## src/irq_gate_pkg.sv

```systemverilog
// package for the processor flag interrupt gating block
// assumes one clock domain and a plain register port
package irq_gate_pkg;
  localparam int num_ext_src = 5;
  localparam int num_int_src = 23;
  localparam int num_sw_src = 4;
  localparam int num_src = num_ext_src + num_int_src + num_sw_src;
  localparam int num_prio_levels = 7;
  localparam int level_w = 3;
  localparam int src_w = 5;
  localparam logic [5:0] trap_vec_max = 6'h1f;

  // flag register at offset 0, 16 bits
  localparam logic [1:0] flag_reg_offset = 2'h0;
  localparam logic [1:0] pend_reg_offset = 2'h1;
  localparam logic [1:0] accept_reg_offset = 2'h2;
  localparam int flag_int_en_bit = 6;
  localparam int flag_stk_sel_bit = 7;
  localparam int flag_level_lsb = 12;
  localparam logic [15:0] flag_writable_mask = 16'h70c0;
  localparam logic [15:0] flag_reset_value = 16'h0000;
  localparam logic [15:0] reserved_read_value = 16'h0000;

  typedef struct packed {
    logic [1:0] addr;
    logic [15:0] wdata;
    logic wr;
    logic rd;
  } reg_req_t;

  typedef struct packed {
    logic valid;
    logic [level_w-1:0] level;
  } irq_req_t;

  typedef struct packed {
    logic valid;
    logic [src_w-1:0] src;
  } irq_ack_t;
endpackage : irq_gate_pkg

```

## src/irq_flag_gate.sv

```systemverilog
// flag gating: interrupt enable, stack select, priority level, arbitration
// assumes sequencer samples ack and trap strobes synchronously
//
// Functional notes
// RULE1 - global enable flag at 0 blocks maskable requests; at 1 allows them
// RULE2 - accepting any request clears the global enable flag
// RULE3 - stack select 0 picks handler stack, 1 picks task stack
// RULE4 - hardware accept or trap numbered 0 to 31 clears stack select
// RULE5 - processor priority level is three bits, levels 0 through 7
// RULE6 - accept only priority above current level; others stay pending
// RULE7 - reserved flag bits: write zero, read value undefined
// RULE8 - arbitrate 5 external, 23 internal, 4 software sources, 7 levels
// RULE9 - accept only with enable flag 1 and priority above level
`timescale 1ns/1ps
module irq_flag_gate
  import irq_gate_pkg::*;
(
  input wire logic clk,
  input wire logic rst,
  input wire logic clk_en,
  input irq_gate_pkg::reg_req_t reg_req,
  output logic [15:0] reg_rdata,
  input wire logic [irq_gate_pkg::num_src-1:0][2:0] src_level,
  input wire logic [irq_gate_pkg::num_src-1:0] src_req,
  input wire logic trap_exec,
  input wire logic [5:0] trap_num,
  input wire logic ack_taken,
  output irq_gate_pkg::irq_ack_t irq_ack,
  output logic [2:0] accept_level,
  output logic task_stack_sel,
  output logic int_enable,
  output logic [2:0] processor_priority_level
);
  import irq_gate_pkg::*;

  ////////////////////////////////////////////////////////////////////////
  // arbitration: highest level wins, lowest index on tie
  logic [level_w-1:0] best_level;
  logic [src_w-1:0] best_src;
  logic best_valid;
  logic [level_w-1:0] lvl_c [num_src+1];
  logic [src_w-1:0] idx_c [num_src+1];
  logic vld_c [num_src+1];
  assign lvl_c[0] = '0;
  assign idx_c[0] = '0;
  assign vld_c[0] = 1'b0;
  genvar g;
  generate
    for (g = 0; g < num_src; g++) begin : g_arb
      logic take;
      // level 0 is never a live request, leaving 7 usable levels [RULE8]
      assign take = src_req[g] && (src_level[g] != 3'h0) &&
                    (!vld_c[g] || (src_level[g] > lvl_c[g]));
      assign lvl_c[g+1] = take ? src_level[g] : lvl_c[g];
      assign idx_c[g+1] = take ? src_w'(g) : idx_c[g];
      assign vld_c[g+1] = take | vld_c[g];
    end
  endgenerate
  assign best_level = lvl_c[num_src];
  assign best_src = idx_c[num_src];
  assign best_valid = vld_c[num_src];

  ////////////////////////////////////////////////////////////////////////
  // flag state
  logic int_en_q, int_en_d;
  logic stk_sel_q, stk_sel_d;
  logic [level_w-1:0] level_q, level_d;
  logic accept;
  logic [15:0] flag_word;
  logic [15:0] rdata_q, rdata_d;
  logic [15:0] last_acc_q, last_acc_d;

  // request admitted only if enabled and strictly above level [RULE1] [RULE9]
  assign accept = int_en_q && best_valid && (best_level > level_q); // [RULE6]

  always_comb begin
    flag_word = reserved_read_value; // reserved bits read zero [RULE7]
    flag_word[flag_int_en_bit] = int_en_q;
    flag_word[flag_stk_sel_bit] = stk_sel_q;
    flag_word[flag_level_lsb +: level_w] = level_q; // [RULE5]
  end

  always_comb begin
    int_en_d = int_en_q;
    stk_sel_d = stk_sel_q;
    level_d = level_q;
    rdata_d = 16'h0000;
    last_acc_d = last_acc_q;
    if (reg_req.wr && reg_req.addr == flag_reg_offset) begin
      // reserved bits are dropped [RULE7]
      int_en_d = reg_req.wdata[flag_int_en_bit];
      stk_sel_d = reg_req.wdata[flag_stk_sel_bit];
      level_d = reg_req.wdata[flag_level_lsb +: level_w];
    end
    if (trap_exec && trap_num <= trap_vec_max) begin
      stk_sel_d = 1'b0; // [RULE4]
    end
    if (accept && ack_taken) begin
      int_en_d = 1'b0; // [RULE2]
      stk_sel_d = 1'b0; // [RULE4]
      last_acc_d = {8'h00, best_level, best_src};
    end
    if (reg_req.rd) begin
      case (reg_req.addr)
        flag_reg_offset: rdata_d = flag_word;
        pend_reg_offset: rdata_d = {8'h00, best_valid, 2'h0, best_src};
        accept_reg_offset: rdata_d = last_acc_q;
        default: rdata_d = 16'h0000;
      endcase
    end
  end

  always_ff @(posedge clk) begin
    if (rst) begin
      int_en_q <= flag_reset_value[flag_int_en_bit];
      stk_sel_q <= flag_reset_value[flag_stk_sel_bit];
      level_q <= flag_reset_value[flag_level_lsb +: level_w];
      rdata_q <= 16'h0000;
      last_acc_q <= 16'h0000;
    end else if (clk_en) begin
      int_en_q <= int_en_d;
      stk_sel_q <= stk_sel_d;
      level_q <= level_d;
      rdata_q <= rdata_d;
      last_acc_q <= last_acc_d;
    end
  end

  assign reg_rdata = rdata_q;
  assign irq_ack.valid = accept;
  assign irq_ack.src = best_src;
  assign accept_level = best_level;
  assign task_stack_sel = stk_sel_q; // [RULE3]
  assign int_enable = int_en_q;
  assign processor_priority_level = level_q;
endmodule : irq_flag_gate

```

## config.mk

```make
export PLATFORM = sky130hd
export DESIGN_NAME = irq_flag_gate
export DESIGN_NICKNAME = d
export VERILOG_FILES = /design/src/irq_gate_pkg.sv /design/src/irq_flag_gate.sv
export SDC_FILE = /design/constraint.sdc
export NUM_CORES = 1
export LEC_CHECK = 0
export BUFFER_PORTS_ARGS = -buffer_cell sky130_fd_sc_hd__buf_2
export CAP_MARGIN = 10
export CORE_MARGIN = 4
export CORE_UTILIZATION = 54
export CTS_BUF_LIST = sky130_fd_sc_hd__clkbuf_8
export DETAILED_ROUTE_END_ITERATION = 8
export PLACE_DENSITY = 0.84
export SYNTH_ARGS = -nofsm -noshare
export SYNTH_HDL_FRONTEND = slang
export SYNTH_SLANG_ARGS = --single-unit
```

## constraint.sdc

```tcl
create_clock -name clk -period 51 [get_ports clk]
set_input_delay 2.55 -clock clk [delete_from_list [all_inputs] [get_ports clk]]
set_output_delay 2.55 -clock clk [all_outputs]
set_load 0.005 [all_outputs]
```

==> results.json, run 1 <==
{
  "status": "complete, no violations",
  "rows": 38,
  "yosys_warnings": 0,
  "synthFlopType": "dfxtp_1",
  "maxCapViolations": 0,
  "grt_pass1_wl_um": 30800,
  "reg2reg_from": "processor_priority_level[1]",
  "synthXorXnorAreaFrac_pct": 0,
  "hold_class": "reg -> reg",
  "required_ns": 48.45,
  "via_per_inst": 6.16,
  "synth_compound_area_share_pct": 39.6,
  "crit_arrival_ns": 45.82,
  "grt-ovfl-total": 0,
  "synth_top_family_by_area": "compound AO/OA/AOI/OAI gates",
  "finalMaxSlewViolations": 0,
  "finalSetupViolations": 0,
  "ioPinCount": 189,
  "fp.dieArea_sq_mm": 0.0129,
  "start_util_pct": 55.5,
  "clock_skew_ns": 0.00632,
  "seq_area_frac_synth_pct": 7.95,
  "hold_buffers": 0,
  "root_buffer": "clkbuf_8",
  "dp_hpwl_um": 15900,
  "antenna_found_initial": 0,
  "globalRouteTotalUtil_pct": 27.5,
  "setup.worst_path.start": "src_req[0]",
  "clock_latency_ns": 0.27,
  "synth-simple-area-share_pct": 26.4,
  "relSlewSlack_pct": 25.1,
  "grt_start_max_net_pins": 27,
  "final_cell_mix": "buf_2 (167), nand2_1 (100), inv_1 (72), ha_1 (71)",
  "dp_cells": 1202,
  "layout_min_cycle_time_ns": 48.37,
  "worstPathMaxFanout": 8,
  "numCtsBuffers": 3,
  "cpPeakStageDelay_ns": 0.56,
  "synthArstFlopShare_pct": 0,
  "endpoint_kind": "output port",
  "clock_sinks": 24,
  "fin_crit_sh_pct": 94.8,
  "htreeDepth": 1,
  "fmax_mhz": 20.7,
  "wirelength_um": 19800,
  "drive_gt1_share_pct": 32.8,
  "wire_per_inst_um": 16.0,
  "worstMarginPinSlew_ns": 1.11,
  "regArea_sq_um": 480,
  "nets": 1321,
  "grt_pass1_vias": 6896,
  "synthMuxAreaShare_pct": 3.58,
  "cp-start-kind": "primary input",
  "synth_edf_count": 0,
  "synth_cell_types": 95,
  "dp_slack_ns": 0.280,
  "path_class": "in -> out",
  "clk_pin_slew_ns": 0.08,
  "syn_inst": 863,
  "cp_common_cell": "ha_1",
  "first_pass_iters": 5,
  "port_buffers": 167,
  "hold_violations": 0,
  "final_cells": 1231,
  "area_delta_synth_final_pct": 30.5,
  "worstHoldStart": "reg_rdata[7]",
  "place_congestion": 0.981,
  "final_util_pct": 72.4,
  "cp_slowest_cell": "or4b_1",
  "syn_avg_cell_area_sq_um": 7.00,
  "cts_tree": "yes",
  "synth.ff_latch_count": 24,
  "drc_errors": 0,
  "layout_commonest_cell": "buf_2",
  "die_y_um": 114,
  "final.fill_count": 928,
  "antenna_left": 0,
  "worst_slack_ns": 2.63,
  "multiInputGateArea_sq_mm": 0.00553,
  "via_count": 7579,
  "core_area_sq_mm": 0.0109,
  "syn-cell-area_sq_mm": 0.00604,
  "die_w_um": 114,
  "synth_fa_ha_area_share_pct": 16.3,
  "clock_path_buffers": 2,
  "hold_slack_ns": 0.472,
  "dr.first_iter.drc_count": 704
}
-- final cells by class --
type                            instances  share of cell area (%)
Antenna cell                            1                  0.0317
Multi-Input combinational cell        753                    70.2
Sequential cell                        24                    6.09
Clock inverter                          1                   0.381
Inverter                               74                    3.52
Clock buffer                            3                   0.524
Timing Repair Buffer                  235                    17.1
Tap cell                              140                    2.22
-- per-stage QoR --
step	area, sq um	setup TNS (ns)
final	7890	0
after global routing	7880	-1.51
after CTS	7380	0
after detailed placement	7310	0
after global placement	7310	0
after floorplan	6060	0
-- critical path, delay by kind of cell --
kind | cells | cell delay (ns)
mux | 6 | 2.06
fa+ha+maj | 38 | 11.25
buf+inv | 20 | 2.46
simple gates | 55 | 7.82
compound gates | 122 | 19.62
-- cell families (layout without fill, tap and decap cells) --
logic type                 after synthesis  in the layout
and+or+nand+nor                        328            328
AOI/OAI and AO/OA                      321            321
buffers and inverters                   90            313
adders and majority gates               80             80
DFF                                     24             24
muxes                                   19             19
other                                    1              6
-- flip-flops by register name (all words and copies together), names as in the netlist --
register	count
int_enable	1
last_acc_q	8
processor_priority_level	3
task_stack_sel	1
reg_rdata	11
-- synthesized netlist by cell type, types with 6 or more instances --
cell       instances  share of area (%)
mux2i_1            7                1.2
nor2_1            72                4.5
ha_1              71                 15
nand2b_1          15                1.6
nor2b_1           18                1.9
o31a_1            17                2.5
or2_2              9               0.93
a21o_1            16                2.0
nand2_1          101                6.3
inv_1             73                4.5
and3_1             9               0.93
o2111ai_1          6               0.87
maj3_1             7                1.2
clkbuf_1           7               0.44
a22oi_1            9                1.1
a211o_1            7                1.0
mux2_2             9                1.7
o21ai_0           36                3.0
o31ai_1           24                3.0
dfxtp_1           24                8.0
and2_1             7               0.72
a211oi_1          19                2.4
o21a_1            10                1.2
buf_4              7               0.87
nor3_1            25                2.1
o21ai_1            6               0.50
a31oi_1           12                1.2
a21oi_1           73                6.0
nand4_1            8               0.83
nand3_1           38                3.1
-- layer usage --
layer / part of all wire (%) / GRT usage, % / wire length [um] / up-vias
met3: 7.2 / 2.44 / 1430 / 47
met1: 43 / 37.1 / 8400 / 3470
met5: 0 / 0 / 0 / -
met2: 48 / 46.4 / 9400 / 332
met4: 2.7 / 8.41 / 528 / 0
li1: - / - / - / 3730
-- repair_timing --
item	CTS	global route
buffers inserted	0	24
gates resized for setup	0	81
setup endpoints to repair	0	24
-- final timing paths --
path              slack [ns]  depth (start not counted)             to
hold reg to reg         0.47                          2   reg_rdata[7]
setup / recovery        2.63                        241     irq_ack[4]
setup reg to reg       48.74                         10  last_acc_q[6]
hold / removal          0.47                          2   reg_rdata[7]
Power of run 1 is not shown: default switching activity piles up to over one toggle a cycle in this logic, so the estimate is an artifact.
==> run 2: changes to the inputs <==
--- a/config.mk
+++ b/config.mk
@@ -5,13 +5,14 @@
 export SDC_FILE = /design/constraint.sdc
 export NUM_CORES = 1
 export LEC_CHECK = 0
+export ABC_AREA = 1
 export BUFFER_PORTS_ARGS = -buffer_cell sky130_fd_sc_hd__buf_2
 export CAP_MARGIN = 10
 export CORE_MARGIN = 4
 export CORE_UTILIZATION = 54
 export CTS_BUF_LIST = sky130_fd_sc_hd__clkbuf_8
 export DETAILED_ROUTE_END_ITERATION = 8
-export PLACE_DENSITY = 0.84
+export PLACE_DENSITY = 0.85
 export SYNTH_ARGS = -nofsm -noshare
 export SYNTH_HDL_FRONTEND = slang
 export SYNTH_SLANG_ARGS = --single-unit
==> run 2 against run 1 <==
  * Synthesized area decreased by 7.2%
  * Global-route usage down 6.3 points
  * Via count shrank 15%
  * Wire length is 32% lower
  * Register-to-register slack hardly changed
  * Core utilization down 6.2 points
  * Final cell count grew 1.9%
  * Largest cell class unchanged
==> results.json, run 2 <==
{
  "wire_per_inst_um": 10.7,
  "fp.dieArea_sq_mm": 0.0121,
  "synthArstFlopShare_pct": 0,
  "endpoint_kind": "output port",
  "cp-start-kind": "primary input",
  "syn-cell-area_sq_mm": 0.00561,
  "clock_skew_ns": 0.00553,
  "dp_hpwl_um": 12000,
  "finalSetupViolations": 0,
  "die_y_um": 110,
  "root_buffer": "clkbuf_8",
  "grt_pass1_vias": 5611,
  "rsz0062_at_grt": "false",
  "hold_class": "reg -> reg",
  "required_ns": 48.45,
  "worstPathMaxFanout": 8,
  "layout_commonest_cell": "nand2_1",
  "fin_crit_sh_pct": 80.8,
  "cts_resized": 0,
  "hold_violations": 0,
  "yosysMostFrequentCell": "nand2_1",
  "cts_setup_buffers": 0,
  "yosys-top-cells-count": "nand2_1 (225), inv_1 (172), o21ai_0 (112)",
  "cp_top_family": "compound AO/OA/AOI/OAI gates",
  "grt_start_max_net_pins": 19,
  "clk_pin_slew_ns": 0.08,
  "via_count": 6438,
  "largest_reg_flops": 11,
  "clock_path_buffers": 2,
  "start_util_pct": 56.3,
  "synth_top_area_share_pct": 15.8,
  "maxCapViolations": 0,
  "synth_cell_types": 41,
  "finalMaxSlewViolations": 0,
  "final.fill_count": 1004,
  "core_area_sq_mm": 0.00995,
  "via_per_inst": 5.13,
  "clock_latency_ns": 0.27,
  "cp_num_buf_inv": 39,
  "first_pass_iters": 5,
  "antenna_found_initial": 0,
  "numCtsBuffers": 3,
  "clock_sinks": 24,
  "nets": 1354,
  "wirelength_um": 13400,
  "yosys-top-cells-area": "ha_1 (16%), nand2_1 (15%), inv_1 (12%), o21ai_0 (10%), dfxtp_1 (8.6%)",
  "hold_buffers": 0,
  "fmax_mhz": 24.3,
  "antenna_cells": 0,
  "yosys_warnings": 0,
  "crit_arrival_ns": 38.66,
  "tns_ns": 0,
  "die_w_um": 110,
  "syn_avg_cell_area_sq_um": 5.85,
  "dr.first_iter.drc_count": 237,
  "cp_slowest_cell": "ha_1",
  "htreeDepth": 1,
  "synth_edf_count": 0,
  "synth_top_area_cell": "ha_1",
  "area_delta_synth_final_pct": 17.5,
  "globalRouteTotalUtil_pct": 21.2,
  "grt-ovfl-total": 0,
  "final_cell_mix": "nand2_1 (225), inv_1 (172), buf_2 (167), o21ai_0 (112), ha_1 (71)",
  "antenna_left": 0,
  "synth.ff_latch_count": 24,
  "cts_tree": "yes",
  "layout_min_cycle_time_ns": 41.21,
  "synthFlopType": "dfxtp_1",
  "grt_pass1_wl_um": 22000,
  "place_congestion": 0.916,
  "status": "complete, no violations",
  "cpPeakStageDelay_ns": 0.32,
  "drc_errors": 0,
  "cp_common_cell": "o21ai_0",
  "seq_area_frac_synth_pct": 8.57,
  "rows": 36,
  "syn_inst": 958,
  "path_class": "in -> out",
  "port_buffers": 167,
  "ioPinCount": 189,
  "drive_gt1_share_pct": 25.0
}
## run 2: cells by family (layout without fill, tap and decap cells)
group           count (synthesis)  count (layout)  share of synthesized area, %
compound gates                209             209                          21.5
other cells                     1               5                        0.0669
flops                          24              24                          8.57
fa+ha+maj                      71              71                          15.8
simple gates                  468             468                          41.0
buf+inv                       185             345                          13.1
## run 2: per-layer routing
metal  global-route usage [%]  up-vias  wire length (um)
met2                     40.4      163              6450
li1                         -     3473                 -
met3                     1.47       15               843
met5                        0        -                 0
met1                     26.0     2787              5940
met4                     3.47        0               165
## run 2: path summary, 6_finish.rpt
path	from	endpoint	slack, ns	cells past startpoint
min	reg_rdata[14]	reg_rdata[14]	0.47	2
min reg2reg	reg_rdata[14]	reg_rdata[14]	0.47	2
max	src_level[1]	irq_ack[5]	9.79	289
max reg2reg	processor_priority_level[1]	last_acc_q[0]	48.75	12
## run 2: stage by stage
| stage | instances | hold WS, ns | setup WS [ns] | util, % | area [sq um] |
|---|---|---|---|---|---|
| 6_report | 1255 | 0.471 | 9.79 | 66.2 | 6590 |
| 5_1_grt | 1255 | 0.489 | 4.86 | 66.2 | 6590 |
| 4_1_cts | 1255 | 0.469 | 9.73 | 66.2 | 6590 |
| 3_5_place_dp | 1252 | 0.457 | 9.84 | 65.8 | 6550 |
| 3_3_place_gp | 1252 | 0.452 | 10.66 | 65.8 | 6550 |
| 2_1_floorplan | 962 | 0.457 | 14.23 | - | 5620 |
## run 2: worst reg2reg max path: stages (launching register included)
cell,delay [ns]
dfxtp_1,0.36
inv_1,0.09
ha_1,0.30
a31oi_1,0.08
a32oi_1,0.16
nand2_1,0.07
nor2_1,0.13
nand2_1,0.09
nor2_1,0.33
inv_1,0.28
a21oi_1,0.18
o21ai_1,0.07
inv_1,0.05
## run 2: area by class of cell
type                       instances  area (sq um)  share of cell area, %
clock buffer                       3          41.3                  0.627
inverter                         175           657                   9.97
multi-input combinational        753          4410                   66.9
sequential                        24           480                   7.29
tap                              133           166                   2.53
timing repair buffer             167           836                   12.7
Power of run 2 is left out for the same reason.
